## config.mk

```make
export PLATFORM = sky130hd
export DESIGN_NAME = osc_trim_unlock
export DESIGN_NICKNAME = d
export VERILOG_FILES = /design/src/include/osc_trim_pkg.sv /design/src/hdl/osc_trim_unlock.sv /design/src/hdl/unlock_guard.sv
export VERILOG_INCLUDE_DIRS = /design/src /design/src/include
export SDC_FILE = /design/constraint.sdc
export NUM_CORES = 1
export LEC_CHECK = 0
export BUFFER_PORTS_ARGS = -buffer_cell sky130_fd_sc_hd__buf_2
export CAP_MARGIN = 10
export CORE_ASPECT_RATIO = 1.5
export CORE_UTILIZATION = 48
export CTS_CLUSTER_DIAMETER = 80
export DETAILED_ROUTE_END_ITERATION = 7
export PLACE_DENSITY = 0.85
export SLEW_MARGIN = 30
export SYNTH_ARGS = -nofsm -noshare
export SYNTH_HDL_FRONTEND = slang
export SYNTH_SLANG_ARGS = --single-unit
```

## constraint.sdc

```tcl
create_clock -name sys_clk_i -period 1.4 [get_ports sys_clk_i]
set_input_delay 0 -clock sys_clk_i [delete_from_list [all_inputs] [get_ports sys_clk_i]]
set_output_delay 0 -clock sys_clk_i [all_outputs]
set_load 0.005 [all_outputs]
```

## src/include/osc_trim_defines.svh

```systemverilog
// Offsets, field positions, keys and reset values of the trim block
`ifndef OSC_TRIM_DEFINES_SVH
`define OSC_TRIM_DEFINES_SVH

`define ADDR_TUNE_SEQ 8'h00
`define ADDR_TRIM_VALUE 8'h04
`define ADDR_CTRL_LO 8'h08
`define ADDR_CTRL_HI 8'h09
`define ADDR_BASE_TRIM 8'h0c
`define ADDR_SELECT_CFG 8'h10
`define ADDR_STATUS 8'h14

`define RST_TUNE_SEQ 16'h0000
`define RST_TRIM_VALUE 15'h0000
`define RST_BASE_TRIM 4'h0
`define RST_CTRL 16'h0000

`define KEY_LO_FIRST 8'h46
`define KEY_LO_SECOND 8'h57
`define KEY_HI_FIRST 8'h78
`define KEY_HI_SECOND 8'h9a

`define ROLL_SEQ7 3'h7
`define ROLL_SEQ6 3'h6
`define ROLL_SEQ5 3'h5
`define ROLL_SEQ4 3'h4

`define GROUP_FRC 2'h0
`define GROUP_FRC_PLL 2'h1
`define GROUP_PRIMARY 2'h2
`define GROUP_PRIMARY_PLL 2'h3

`endif

```

## src/include/osc_trim_pkg.sv

```systemverilog
// Types shared by the trim and unlock logic
package osc_trim_pkg;

    typedef struct packed {
        logic [7:0] addr;
        logic [15:0] wdata;
        logic wr;
        logic rd;
    } bus_req_t;

    typedef enum logic [2:0] {
        G_IDLE = 3'b001,
        G_KEY1 = 3'b010,
        G_OPEN = 3'b100
    } guard_state_t;

endpackage

```

## src/hdl/osc_trim_unlock.sv

```systemverilog
// Oscillator tune sequence, trim value, guarded control and start-up group
//
// Decided for this implementation: the address-and-strobe port and the register offsets.
`timescale 1ns/100ps
`include "osc_trim_defines.svh"

// Summary of operation
// - Roll index 111 trims the oscillator from tune field 7, bits 15-12.
// - Roll index 110 trims the oscillator from tune field 6, bits 11-8.
// - Roll index 101 trims the oscillator from tune field 5, bits 7-4.
// - Roll index 100 trims the oscillator from tune field 4, bits 3-0.
// - Fifteen-bit trim value register, read and write; bit 15 reads zero.
// - After both keys, a byte write is taken only in the next cycle.
// - At reset the two-bit group field picks the initial oscillator group.
// - Select configuration word bits 23 down to 2 read as zero.
module osc_trim_unlock #(
    parameter logic [15:0] CTRL_RESET = `RST_CTRL
) (
    // Clock and reset
    input wire logic sys_clk_i,
    input wire logic srst_i,
    // Register port
    input wire logic [7:0] addr_i,
    input wire logic [15:0] wr_data_i,
    input wire logic wr_i,
    input wire logic rd_i,
    output logic [23:0] rd_data_o,
    // Oscillator side
    input wire logic [2:0] pwm_roll_i,
    input wire logic [1:0] group_strap_i,
    output logic [3:0] frc_trim_o,
    output logic [14:0] trim_value_o,
    output logic [15:0] osc_ctrl_o,
    output logic [1:0] osc_group_o
);

    osc_trim_pkg::bus_req_t req;
    logic [15:0] tune_seq;
    logic [14:0] trim_value;
    logic [3:0] base_trim;
    logic [15:0] osc_ctrl;
    logic [1:0] group_cfg;
    logic [3:0] next_trim;
    logic [23:0] next_rd;

    assign req = '{addr: addr_i, wdata: wr_data_i, wr: wr_i, rd: rd_i};

    function automatic logic [3:0] select_trim(
        input logic [2:0] roll,
        input logic [15:0] seq,
        input logic [3:0] base
    );
        logic [3:0] pick;
        case (roll)
            `ROLL_SEQ7: pick = seq[15:12];
            `ROLL_SEQ6: pick = seq[11:8];
            `ROLL_SEQ5: pick = seq[7:4];
            `ROLL_SEQ4: pick = seq[3:0];
            default: pick = base;
        endcase
        return pick;
    endfunction

    // Write decode
    wire logic wr_seq = req.wr && (req.addr == `ADDR_TUNE_SEQ);
    wire logic wr_trim = req.wr && (req.addr == `ADDR_TRIM_VALUE);
    wire logic wr_base = req.wr && (req.addr == `ADDR_BASE_TRIM);
    wire logic wr_lo = req.wr && (req.addr == `ADDR_CTRL_LO);
    wire logic wr_hi = req.wr && (req.addr == `ADDR_CTRL_HI);
    wire logic lo_accept;
    wire logic hi_accept;
    wire logic lo_armed;
    wire logic hi_armed;

    unlock_guard #(
        .KEY1(`KEY_LO_FIRST),
        .KEY2(`KEY_LO_SECOND)
    ) lo_guard (
        .sys_clk_i(sys_clk_i),
        .srst_i(srst_i),
        .wr_en_i(wr_lo),
        .wr_byte_i(req.wdata[7:0]),
        .accept_o(lo_accept),
        .armed_o(lo_armed)
    );

    unlock_guard #(
        .KEY1(`KEY_HI_FIRST),
        .KEY2(`KEY_HI_SECOND)
    ) hi_guard (
        .sys_clk_i(sys_clk_i),
        .srst_i(srst_i),
        .wr_en_i(wr_hi),
        .wr_byte_i(req.wdata[7:0]),
        .accept_o(hi_accept),
        .armed_o(hi_armed)
    );

    // Tune field select by roll index
    // The four lower roll codes keep the base trim field
    assign next_trim = select_trim(pwm_roll_i, tune_seq, base_trim);

    always_comb begin
        next_rd = 24'h000000;
        if (req.rd) begin
            case (req.addr)
                `ADDR_TUNE_SEQ: next_rd = {8'h00, tune_seq};
                `ADDR_TRIM_VALUE: next_rd = {9'h000, trim_value};
                `ADDR_CTRL_LO: next_rd = {8'h00, osc_ctrl};
                `ADDR_BASE_TRIM: next_rd = {20'h00000, base_trim};
                `ADDR_SELECT_CFG: next_rd = {22'h000000, group_cfg};
                `ADDR_STATUS: next_rd = {18'h00000, hi_armed, lo_armed,
                                         frc_trim_o};
                default: next_rd = 24'h000000;
            endcase
        end
    end

    always_ff @(posedge sys_clk_i) begin
        if (srst_i) begin
            tune_seq <= `RST_TUNE_SEQ;
            trim_value <= `RST_TRIM_VALUE;
            base_trim <= `RST_BASE_TRIM;
        end else begin
            if (wr_seq) begin
                tune_seq <= req.wdata;
            end
            if (wr_trim) begin
                trim_value <= req.wdata[14:0];
            end
            if (wr_base) begin
                base_trim <= req.wdata[3:0];
            end
        end
    end

    // Guarded byte updates
    // Key bytes themselves never land in the control register
    always_ff @(posedge sys_clk_i) begin
        if (srst_i) begin
            osc_ctrl <= CTRL_RESET;
        end else begin
            if (lo_accept) begin
                osc_ctrl[7:0] <= req.wdata[7:0];
            end
            if (hi_accept) begin
                osc_ctrl[15:8] <= req.wdata[7:0];
            end
        end
    end

    // Group caught while reset is held
    // The strap is sampled on every clock edge while reset is held, so the last one before release counts
    always_ff @(posedge sys_clk_i) begin
        if (srst_i) begin
            group_cfg <= group_strap_i;
        end
    end

    // Outputs straight from flip-flops
    always_ff @(posedge sys_clk_i) begin
        if (srst_i) begin
            rd_data_o <= 24'h000000;
            frc_trim_o <= `RST_BASE_TRIM;
            trim_value_o <= `RST_TRIM_VALUE;
            osc_ctrl_o <= CTRL_RESET;
            osc_group_o <= group_strap_i;
        end else begin
            rd_data_o <= next_rd;
            frc_trim_o <= next_trim;
            trim_value_o <= trim_value;
            osc_ctrl_o <= osc_ctrl;
            osc_group_o <= group_cfg;
        end
    end

    chk_roll_seven_sel: assert property (@(posedge sys_clk_i)
        disable iff (srst_i)
        pwm_roll_i == 3'h7 |=> frc_trim_o == $past(tune_seq[15:12]))
        else $error("roll 111 did not select field 7");

    chk_roll_six_sel: assert property (@(posedge sys_clk_i)
        disable iff (srst_i)
        pwm_roll_i == 3'h6 |=> frc_trim_o == $past(tune_seq[11:8]))
        else $error("roll 110 did not select field 6");

    chk_roll_five_sel: assert property (@(posedge sys_clk_i)
        disable iff (srst_i)
        pwm_roll_i == 3'h5 |=> frc_trim_o == $past(tune_seq[7:4]))
        else $error("roll 101 did not select field 5");

    chk_roll_four_sel: assert property (@(posedge sys_clk_i)
        disable iff (srst_i)
        pwm_roll_i == 3'h4 |=> frc_trim_o == $past(tune_seq[3:0]))
        else $error("roll 100 did not select field 4");

    chk_trim_write_read: assert property (@(posedge sys_clk_i)
        disable iff (srst_i)
        wr_trim ##1 (rd_i && addr_i == `ADDR_TRIM_VALUE && !wr_i)
        |=> rd_data_o == {9'h000, $past(wr_data_i[14:0], 2)})
        else $error("trim value readback wrong or bit 15 set");

    chk_cfg_upper_zero: assert property (@(posedge sys_clk_i)
        disable iff (srst_i)
        rd_i && addr_i == `ADDR_SELECT_CFG
        |=> rd_data_o[23:2] == 22'h000000)
        else $error("select configuration upper bits not zero");

    chk_group_from_strap: assert property (@(posedge sys_clk_i)
        srst_i ##1 !srst_i |-> osc_group_o == $past(group_strap_i, 1)
        ##1 osc_group_o == $past(osc_group_o))
        else $error("initial group not taken from strap");

    chk_ctrl_lo_guarded: assert property (@(posedge sys_clk_i)
        disable iff (srst_i)
        osc_ctrl[7:0] != $past(osc_ctrl[7:0]) |-> $past(lo_accept))
        else $error("control low byte changed without unlock");

    chk_ctrl_hi_guarded: assert property (@(posedge sys_clk_i)
        disable iff (srst_i)
        osc_ctrl[15:8] != $past(osc_ctrl[15:8]) |-> $past(hi_accept))
        else $error("control high byte changed without unlock");

endmodule

```

## src/hdl/unlock_guard.sv

```systemverilog
// Two-key unlock guard for one byte of the oscillator control register
`timescale 1ns/100ps
module unlock_guard #(
    parameter logic [7:0] KEY1 = 8'h00,
    parameter logic [7:0] KEY2 = 8'h00
) (
    // Clock and reset
    input wire logic sys_clk_i,
    input wire logic srst_i,
    // Byte write to the guarded byte
    input wire logic wr_en_i,
    input wire logic [7:0] wr_byte_i,
    // Guard result
    output logic accept_o,
    output logic armed_o
);

    osc_trim_pkg::guard_state_t state;
    osc_trim_pkg::guard_state_t next_state;

    wire logic is_key1 = wr_en_i && (wr_byte_i == KEY1);
    wire logic is_key2 = wr_en_i && (wr_byte_i == KEY2);

    assign accept_o = (state == osc_trim_pkg::G_OPEN) && wr_en_i;
    assign armed_o = (state == osc_trim_pkg::G_OPEN);

    // Broken sequence re-arms
    // Any cycle without the second key breaks it unless it repeats the first key, as no gap is allowed
    always_comb begin
        next_state = osc_trim_pkg::G_IDLE;
        case (state)
            osc_trim_pkg::G_IDLE: begin
                if (is_key1) begin
                    next_state = osc_trim_pkg::G_KEY1;
                end
            end
            osc_trim_pkg::G_KEY1: begin
                if (is_key2) begin
                    next_state = osc_trim_pkg::G_OPEN;
                end else if (is_key1) begin
                    next_state = osc_trim_pkg::G_KEY1;
                end
            end
            osc_trim_pkg::G_OPEN: begin
                next_state = osc_trim_pkg::G_IDLE;
            end
            default: begin
                next_state = osc_trim_pkg::G_IDLE;
            end
        endcase
    end

    always_ff @(posedge sys_clk_i) begin
        if (srst_i) begin
            state <= osc_trim_pkg::G_IDLE;
        end else begin
            state <= next_state;
        end
    end

    chk_open_one_cycle: assert property (
        @(posedge sys_clk_i) disable iff (srst_i)
        state == osc_trim_pkg::G_OPEN |=> state == osc_trim_pkg::G_IDLE)
        else $error("guard stayed open beyond one cycle");

    chk_open_after_keys: assert property (
        @(posedge sys_clk_i) disable iff (srst_i)
        state == osc_trim_pkg::G_OPEN
        |-> $past(is_key2, 1) && $past(is_key1, 2))
        else $error("guard opened without both keys in order");

endmodule

```

==> results of run 1 <==
## cell families (layout without fill, tap and decap cells)
logic type / Yosys count / count (layout) / synth area share (%)
and+or+nand+nor: 143 / 143 / 19.3
xor gates and xnor gates: 2 / 2 / 0.408
DFF: 110 / 110 / 51.8
buffers and inverters: 46 / 160 / 5.45
muxes: 69 / 69 / 17.6
AOI/OAI and AO/OA: 36 / 36 / 5.36
other: 1 / 8 / 0.0874
## per-stage QoR
step           utilization, %  TNS [ns]  setup WS (ns)  total power, mW
4_1_cts                  63.8    -0.262        -0.0397             6.04
2_1_floorplan               -    -0.328        -0.0423             3.38
6_report                 64.1   -0.0513        -0.0147             6.03
3_3_place_gp             58.2    -0.744        -0.0856             3.49
3_5_place_dp             58.2     -1.30         -0.120             3.50
5_1_grt                  64.1    -0.222        -0.0422             6.21
## path summary, 6_finish.rpt
check	to	startpoint	slack [ns]	cells past startpoint
setup reg to reg	osc_ctrl[4]	lo_guard.state[1]	-0.01	3
setup / recovery	osc_ctrl[4]	lo_guard.state[1]	-0.01	3
hold reg to reg	rd_data_o[2]	osc_ctrl[2]	0.46	2
hold / removal	rd_data_o[15]	rd_i	0.01	3
## per-layer routing
| layer | GRT usage [%] | vias up | share of wire, % |
|---|---|---|---|
| li1 | - | 1599 | - |
| met1 | 24.8 | 1593 | 36 |
| met5 | 0 | - | 0 |
| met2 | 39.2 | 158 | 51 |
| met3 | 5.66 | 42 | 6.7 |
| met4 | 17.0 | 0 | 5.4 |
## layout make-up
type                       count  area share (%)
clock buffer                  11            4.42
sequential                   110            40.6
tap                          107            2.44
timing repair buffer         128            15.8
inverter                      16            1.09
multi-input combinational    258            34.7
clock inverter                 5            1.05
## state kept, by name (all words and copies together), names as in the netlist
name,cells
osc_group_o,2
tune_seq,16
hi_guard.state,3
lo_guard.state,3
rd_data_o,16
trim_value_o,15
trim_value,15
osc_ctrl,16
frc_trim_o,4
osc_ctrl_o,16
base_trim,4
## timing repair
item | 4_1_cts | 5_1_grt
resized for setup | 2 | 9
hold endpoints to repair | 27 | 0
hold buffers | 17 | 0
pin swaps | 1 | 4
setup endpoints to repair | 9 | 20
## Yosys cell counts, types with 3 or more instances
cell | instances | area, um2
sky130_fd_sc_hd__nor2b_1 | 19 | 119
sky130_fd_sc_hd__buf_2 | 4 | 20.0
sky130_fd_sc_hd__mux2i_1 | 54 | 541
sky130_fd_sc_hd__nand4b_1 | 3 | 26.3
sky130_fd_sc_hd__nor3_1 | 4 | 20.0
sky130_fd_sc_hd__a21oi_1 | 5 | 25.0
sky130_fd_sc_hd__nor2_1 | 49 | 184
sky130_fd_sc_hd__a22oi_1 | 13 | 97.6
sky130_fd_sc_hd__nand3_1 | 4 | 20.0
sky130_fd_sc_hd__dfxtp_1 | 108 | 2160
sky130_fd_sc_hd__o22ai_1 | 4 | 25.0
sky130_fd_sc_hd__nand2_1 | 15 | 56.3
sky130_fd_sc_hd__mux4_2 | 4 | 90.1
sky130_fd_sc_hd__inv_1 | 16 | 60.1
sky130_fd_sc_hd__o21ai_0 | 9 | 45.0
sky130_fd_sc_hd__clkbuf_1 | 11 | 41.3
sky130_fd_sc_hd__nand2b_1 | 25 | 156
sky130_fd_sc_hd__mux2_2 | 11 | 124
sky130_fd_sc_hd__buf_4 | 11 | 82.6
## power breakdown
group / switching (mW) / internal [mW]
sequential: 0.00542 / 3.14
combinational: 0.177 / 0.144
clock: 1.12 / 1.44
total: 1.30 / 4.73
## worst max-delay path: cells and delay by family, from the launching register on
family,cells,cell delay [ns]
simple gates,2,0.82
flops,1,0.32
mux,1,0.14
==> results by group, run 1 <==
Outcome
  • Run status: finished, violations left
  • Failing checks: negative setup slack

Global routing
  • Tot GR Track Use: 23.4%
  • Initial antenna violation count: 0
  • Number of global-route vias before repair: 3369
  • Largest net degree at the start of global routing: 73
  • Remaining global-route overflow: 0
  • Wire length of the first global-routing pass: 16400 um

Critical path
  • Type of destination of the critical path: flop
  • Peak per-stage delay on the critical path: 0.43 ns
  • Category of the worst setup path launch point: flop
  • Worst EP required: 1.62 ns
  • Endpoint arrival time on the critical path: 1.64 ns
  • Critical Path, Cell by Cell: or3b_4, or3_4, mux2i_1
  • Critical-path top delay cell: sky130_fd_sc_hd__or3_4
  • Critical path peak fanout: 8
  • Start-to-end type of the worst setup path: reg -> reg

Finish
  • Number of filler instances in the final layout: 671
  • Most frequent cells in the layout: 104 x sky130_fd_sc_hd__dfxtp_1, 85 x sky130_fd_sc_hd__buf_2, 53 x sky130_fd_sc_hd__mux2i_1
  • Number of diodes: 0
  • Final-stage net count: 556
  • Area delta synth->final: 27.9%
  • Most common library cell in the layout ignoring fill and taps: sky130_fd_sc_hd__dfxtp_1
  • Storage cell area: 2230 um2
  • Final Instance Area: 5490 um2
  • Count of non-filler cells in the finished layout: 635
  • Share of post-route cells with drive strength above 1: 30.5%
  • Footprint of the multi-input gates: 1900 um2

Timing
  • Final Max Tran Viols: 0
  • Hold slack: 0.0107 ns
  • Number of setup violations in the final report: 6
  • Clock Skew: 0.00371 ns
  • Setup ws final: -0.0147 ns
  • Final critical path time including I/O delays and setup: 1.41 ns
  • Unrepaired setup endpoints after global routing: true
  • Peak clock frequency supported by timing: 0.707 GHz
  • Final-report hold violation count: 0
  • Share of the clock period used by the worst path: 101%

Worst hold path
  • Worst hold path class: in -> reg

Clock network
  • # H-tree levels: 3
  • Number of buffers added by the clock tree synthesis step: 9
  • Clock Sink Count: 110
  • Clock-pin slew on the worst setup and hold paths: 0.07 ns
  • Bufs on Longest Clock Path: 2
  • TritonCTS clock tree: yes
  • Worst-Skew Late Latency: 0.35 ns
  • Buffer cell driving the clock tree root: sky130_fd_sc_hd__clkbuf_16
  • Postcts setup bufs: 0

Logic synthesis
  • Unique masters post-synth: 44
  • Synth Area per Inst: 10.5 um2
  • Area of the mapped netlist: 4290 um2
  • Yosys warns: 0
  • Post-Syn Instances: 407
  • Most used DFF post-synth: sky130_fd_sc_hd__dfxtp_1
  • Number of flops mapped to enable cells by yosys: 2
  • #FFs+latches synth: 110
  • Sequential element share of the synthesized area: 51.8%
  • Fraction of registers with async set/reset: 0%

Routing
  • Drt total wl: 10400 um
  • Count of TritonRoute iterations in the first routing pass: 6
  • DRC violation count after routing: 0
  • Routed length per placed instance: 16.4 um
  • Vias per Instance: 5.34
  • Detailed-route via count: 3392
  • Violation count after the first detailed-routing iteration: 211
  • ANT nets after route: 0

Flow run
  • Number of violations of the max-capacitance limit: 0

Power and ir drop
  • Static leakage power: 2.70 nW
  • Power Density: 1100 nW/um2
  • Max rail drop VDD: 0.726 mV

Floorplan
  • Area of the core: 8570 um2
  • Number of ports placed on the die boundary: 94
  • Die W: 79.2 um
  • Initial standard-cell utilization of the core: 50.1%
  • Die outline height: 118 um
  • Number of cell rows: 41
  • Overall die area: 9330 um2

Place
  • Placed wire-length estimate after detailed placement: 7630 um
  • Post-Place Cells: 603
  • GPL Wtd Cong: 0.899
  • Total cell area at the placement stage: 4990 um2
  • Number of buffers inserted by port buffering: 85
Power figures use the tool's default switching activity.
==> run 2, diff against run 1 <==
Settings changed: SLEW_MARGIN 30 to 20, SYNTH_HIERARCHICAL set to 1.
==> results by group, run 2 <==
Outcome
  • Run status: completed

Global routing
  • Wire length of the first global-routing pass: 16300 um (-0.38%)
  • Number of global-route vias before repair: 3262 (-3.2%)
  • Remaining global-route overflow: 0 (unchanged)
  • Tot GR Track Use: 23.9% (+0.50 points)
  • Initial antenna violation count: 0 (unchanged)
  • Largest net degree at the start of global routing: 42 (-42%)

Logic synthesis
  • Yosys warns: 6 (+6)
  • Biggest area consumer among synthesized cells: sky130_fd_sc_hd__dfxtp_1
  • Most used DFF post-synth: sky130_fd_sc_hd__dfxtp_1
  • Unique masters post-synth: 42 (-4.5%)
  • Cells taking the most area after synthesis: sky130_fd_sc_hd__dfxtp_1 51%, sky130_fd_sc_hd__mux2i_1 15%, sky130_fd_sc_hd__nor2_1 6.5%
  • Number of flops mapped to enable cells by yosys: 2 (unchanged)
  • Sequential element share of the synthesized area: 52.5% (+0.75 points)
  • #FFs+latches synth: 110 (unchanged)
  • Share of the synthesized area in the top cell type: 51.1% (+0.73 points)
  • Post-Syn Instances: 391 (-3.9%)
  • Most repeated cell in the gate-level netlist after synthesis: sky130_fd_sc_hd__dfxtp_1
  • Fraction of registers with async set/reset: 0% (unchanged)
  • Area of the mapped netlist: 4230 um2 (-1.4%)
  • Synth Area per Inst: 10.8 um2 (+2.6%)
  • Ranking of synthesized cells by instance count: 108 x sky130_fd_sc_hd__dfxtp_1, 73 x sky130_fd_sc_hd__nor2_1, 63 x sky130_fd_sc_hd__mux2i_1

Routing
  • Vias per Instance: 5.38 (+0.78%)
  • Routed length per placed instance: 17.2 um (+4.7%)
  • Count of TritonRoute iterations in the first routing pass: 5 (-1)
  • DRC violation count after routing: 0 (unchanged)
  • Violation count after the first detailed-routing iteration: 214 (+1.4%)
  • Detailed-route via count: 3284 (-3.2%)
  • ANT nets after route: 0 (unchanged)
  • Drt total wl: 10500 um (+0.55%)

Floorplan
  • Number of cell rows: 41 (unchanged)
  • Number of ports placed on the die boundary: 94 (unchanged)
  • Area of the core: 8460 um2 (-1.2%)
  • Die W: 78.7 um (-0.70%)
  • Die outline height: 117 um (-0.70%)
  • Overall die area: 9200 um2 (-1.4%)
  • Initial standard-cell utilization of the core: 50.0% (-0.12 points)

Critical path
  • Start-to-end type of the worst setup path: in -> reg
  • Category of the worst setup path launch point: input pin
  • Endpoint arrival time on the critical path: 1.62 ns (-0.02 ns)
  • Type of destination of the critical path: flop
  • Critical path peak fanout: 8 (unchanged)
  • Worst EP required: 1.63 ns (about the same)

Clock network
  • Bufs on Longest Clock Path: 2 (unchanged)
  • # H-tree levels: 3 (unchanged)
  • Worst-Skew Late Latency: 0.35 ns (about the same)
  • Number of buffers added by the clock tree synthesis step: 9 (unchanged)
  • TritonCTS clock tree: yes
  • Postcts setup bufs: 0 (unchanged)
  • Buffer cell driving the clock tree root: sky130_fd_sc_hd__clkbuf_16
  • Clock Sink Count: 110 (unchanged)
  • Clock-pin slew on the worst setup and hold paths: 0.07 ns (about the same)

Timing
  • Setup ws final: 0.00741 ns (+0.0221 ns)
  • Unrepaired setup endpoints after global routing: true
  • Share of the clock period used by the worst path: 99.5% (-1.6 points)
  • Clock Skew: 0.00610 ns (+0.00239 ns)
  • Final-report hold violation count: 0 (unchanged)
  • Final critical path time including I/O delays and setup: 1.39 ns (-0.0221 ns)
  • Final Max Tran Viols: 0 (unchanged)
  • Peak clock frequency supported by timing: 0.718 GHz (+1.6%)
  • Number of setup violations in the final report: 0 (-6)

Place
  • Placed wire-length estimate after detailed placement: 7310 um (-4.2%)
  • GPL Wtd Cong: 0.936 (+4.1%)
  • Pre-CTS worst setup slack: -0.353 ns (-0.233 ns)
  • Number of buffers inserted by port buffering: 85 (unchanged)

Finish
  • Share of post-route cells with drive strength above 1: 31.8% (+1.3 points)
  • Area delta synth->final: 26.2%
  • Number of diodes: 0 (unchanged)
  • Final-stage net count: 531 (-4.5%)
  • Most common library cell in the layout ignoring fill and taps: sky130_fd_sc_hd__dfxtp_1
  • Most frequent cells in the layout: 107 x sky130_fd_sc_hd__dfxtp_1, 83 x sky130_fd_sc_hd__buf_2, 73 x sky130_fd_sc_hd__nor2_1

Flow run
  • Number of violations of the max-capacitance limit: 0 (unchanged)

Power and ir drop
  • Power consumption: 6.21 mW (+3.1%)
  • Power Density: 1160 nW/um2 (+6.0%)
  • Max rail drop VDD: 0.750 mV (+3.2%)
  • Static leakage power: 2.32 nW (-14%)

Worst hold path
  • Worst hold path class: in -> reg
run 2: cell count changes in the layout (fill, tap and decap cells not counted), sizes merged, moves of 6 or more:
cell	delta
dlygate4sd3	-7
mux2i	+9
nand2	-12
o21ai	-9
nor2b	+12
or4	+6
inv	-13
nor2	+23
nand2b	-22
run 2: kinds of logic (layout without fill, tap and decap cells):
logic type	Yosys count	after routing	share of synthesized area (%)
xor+xnor	2	2	0.414
compound gates	24	24	4.38
flops	110	110	52.5
simple gates	141	142	17.6
buf+inv	33	137	4.47
other cells	1	8	0.0886
mux	80	80	20.5
run 2: final timing paths:
kind	start	to	slack [ns]	cells past startpoint
hold reg to reg	lo_guard/state[2]	lo_guard/state[2]	0.44	1
setup / recovery	addr_i[3]	tune_seq[5]	0.007	5
hold / removal	wr_data_i[6]	osc_ctrl[6]	0.006	3
setup reg to reg	hi_guard/state[0]	osc_ctrl[10]	0.03	5
run 2: power breakdown:
part	switching (mW)	total, mW	internal [mW]
Sequential	0.00362	3.15	3.14
Combinational	0.164	0.283	0.118
Clock	1.15	2.78	1.63
Total	1.32	6.21	4.89
run 2: area by class of cell:
cell class,count,area [um2]
Clock buffer,10,239
Clock inverter,6,92.6
Fill cell,679,3130
Inverter,2,7.51
Multi-Input combinational cell,256,1900
Sequential cell,110,2220
Tap cell,107,134
Timing Repair Buffer,119,743
run 2: timing repair:
| action | 4_1_cts | 5_1_grt |
|---|---|---|
| hold buffers | 10 | 0 |
| setup endpoints to repair | 2 | 26 |
| cloned | 0 | 1 |
| endpoints found under the hold margin | 17 | 0 |
| resized for setup | 1 | 9 |
| pin swaps | 1 | 3 |
run 2: worst max-delay path, cell delays in order:
cell and delay (ns):
sky130_fd_sc_hd__buf_6 0.09, sky130_fd_sc_hd__or4_4 0.55, sky130_fd_sc_hd__or4_4 0.66, sky130_fd_sc_hd__mux2i_2 0.24
sky130_fd_sc_hd__nor2_1 0.08
run 2: metal layers:
metal	global-route usage, %	routed length (um)
met1	26.1	4060
met2	40.9	5220
met3	4.34	565
met4	18.5	638
met5	0	0
run 2: per-stage QoR:
stage	area (um2)	util (%)	instances	hold slack [ns]	setup TNS [ns]
after global routing	5340	63.1	610	0.0109	-0.00683
after CTS	5290	62.5	609	0.00441	0
after global placement	4850	57.3	583	0.183	-15.97
final	5340	63.1	610	0.00604	0
after detailed placement	4850	57.3	583	0.185	-17.48
after floorplan	4310	-	398	0.0778	-5.93
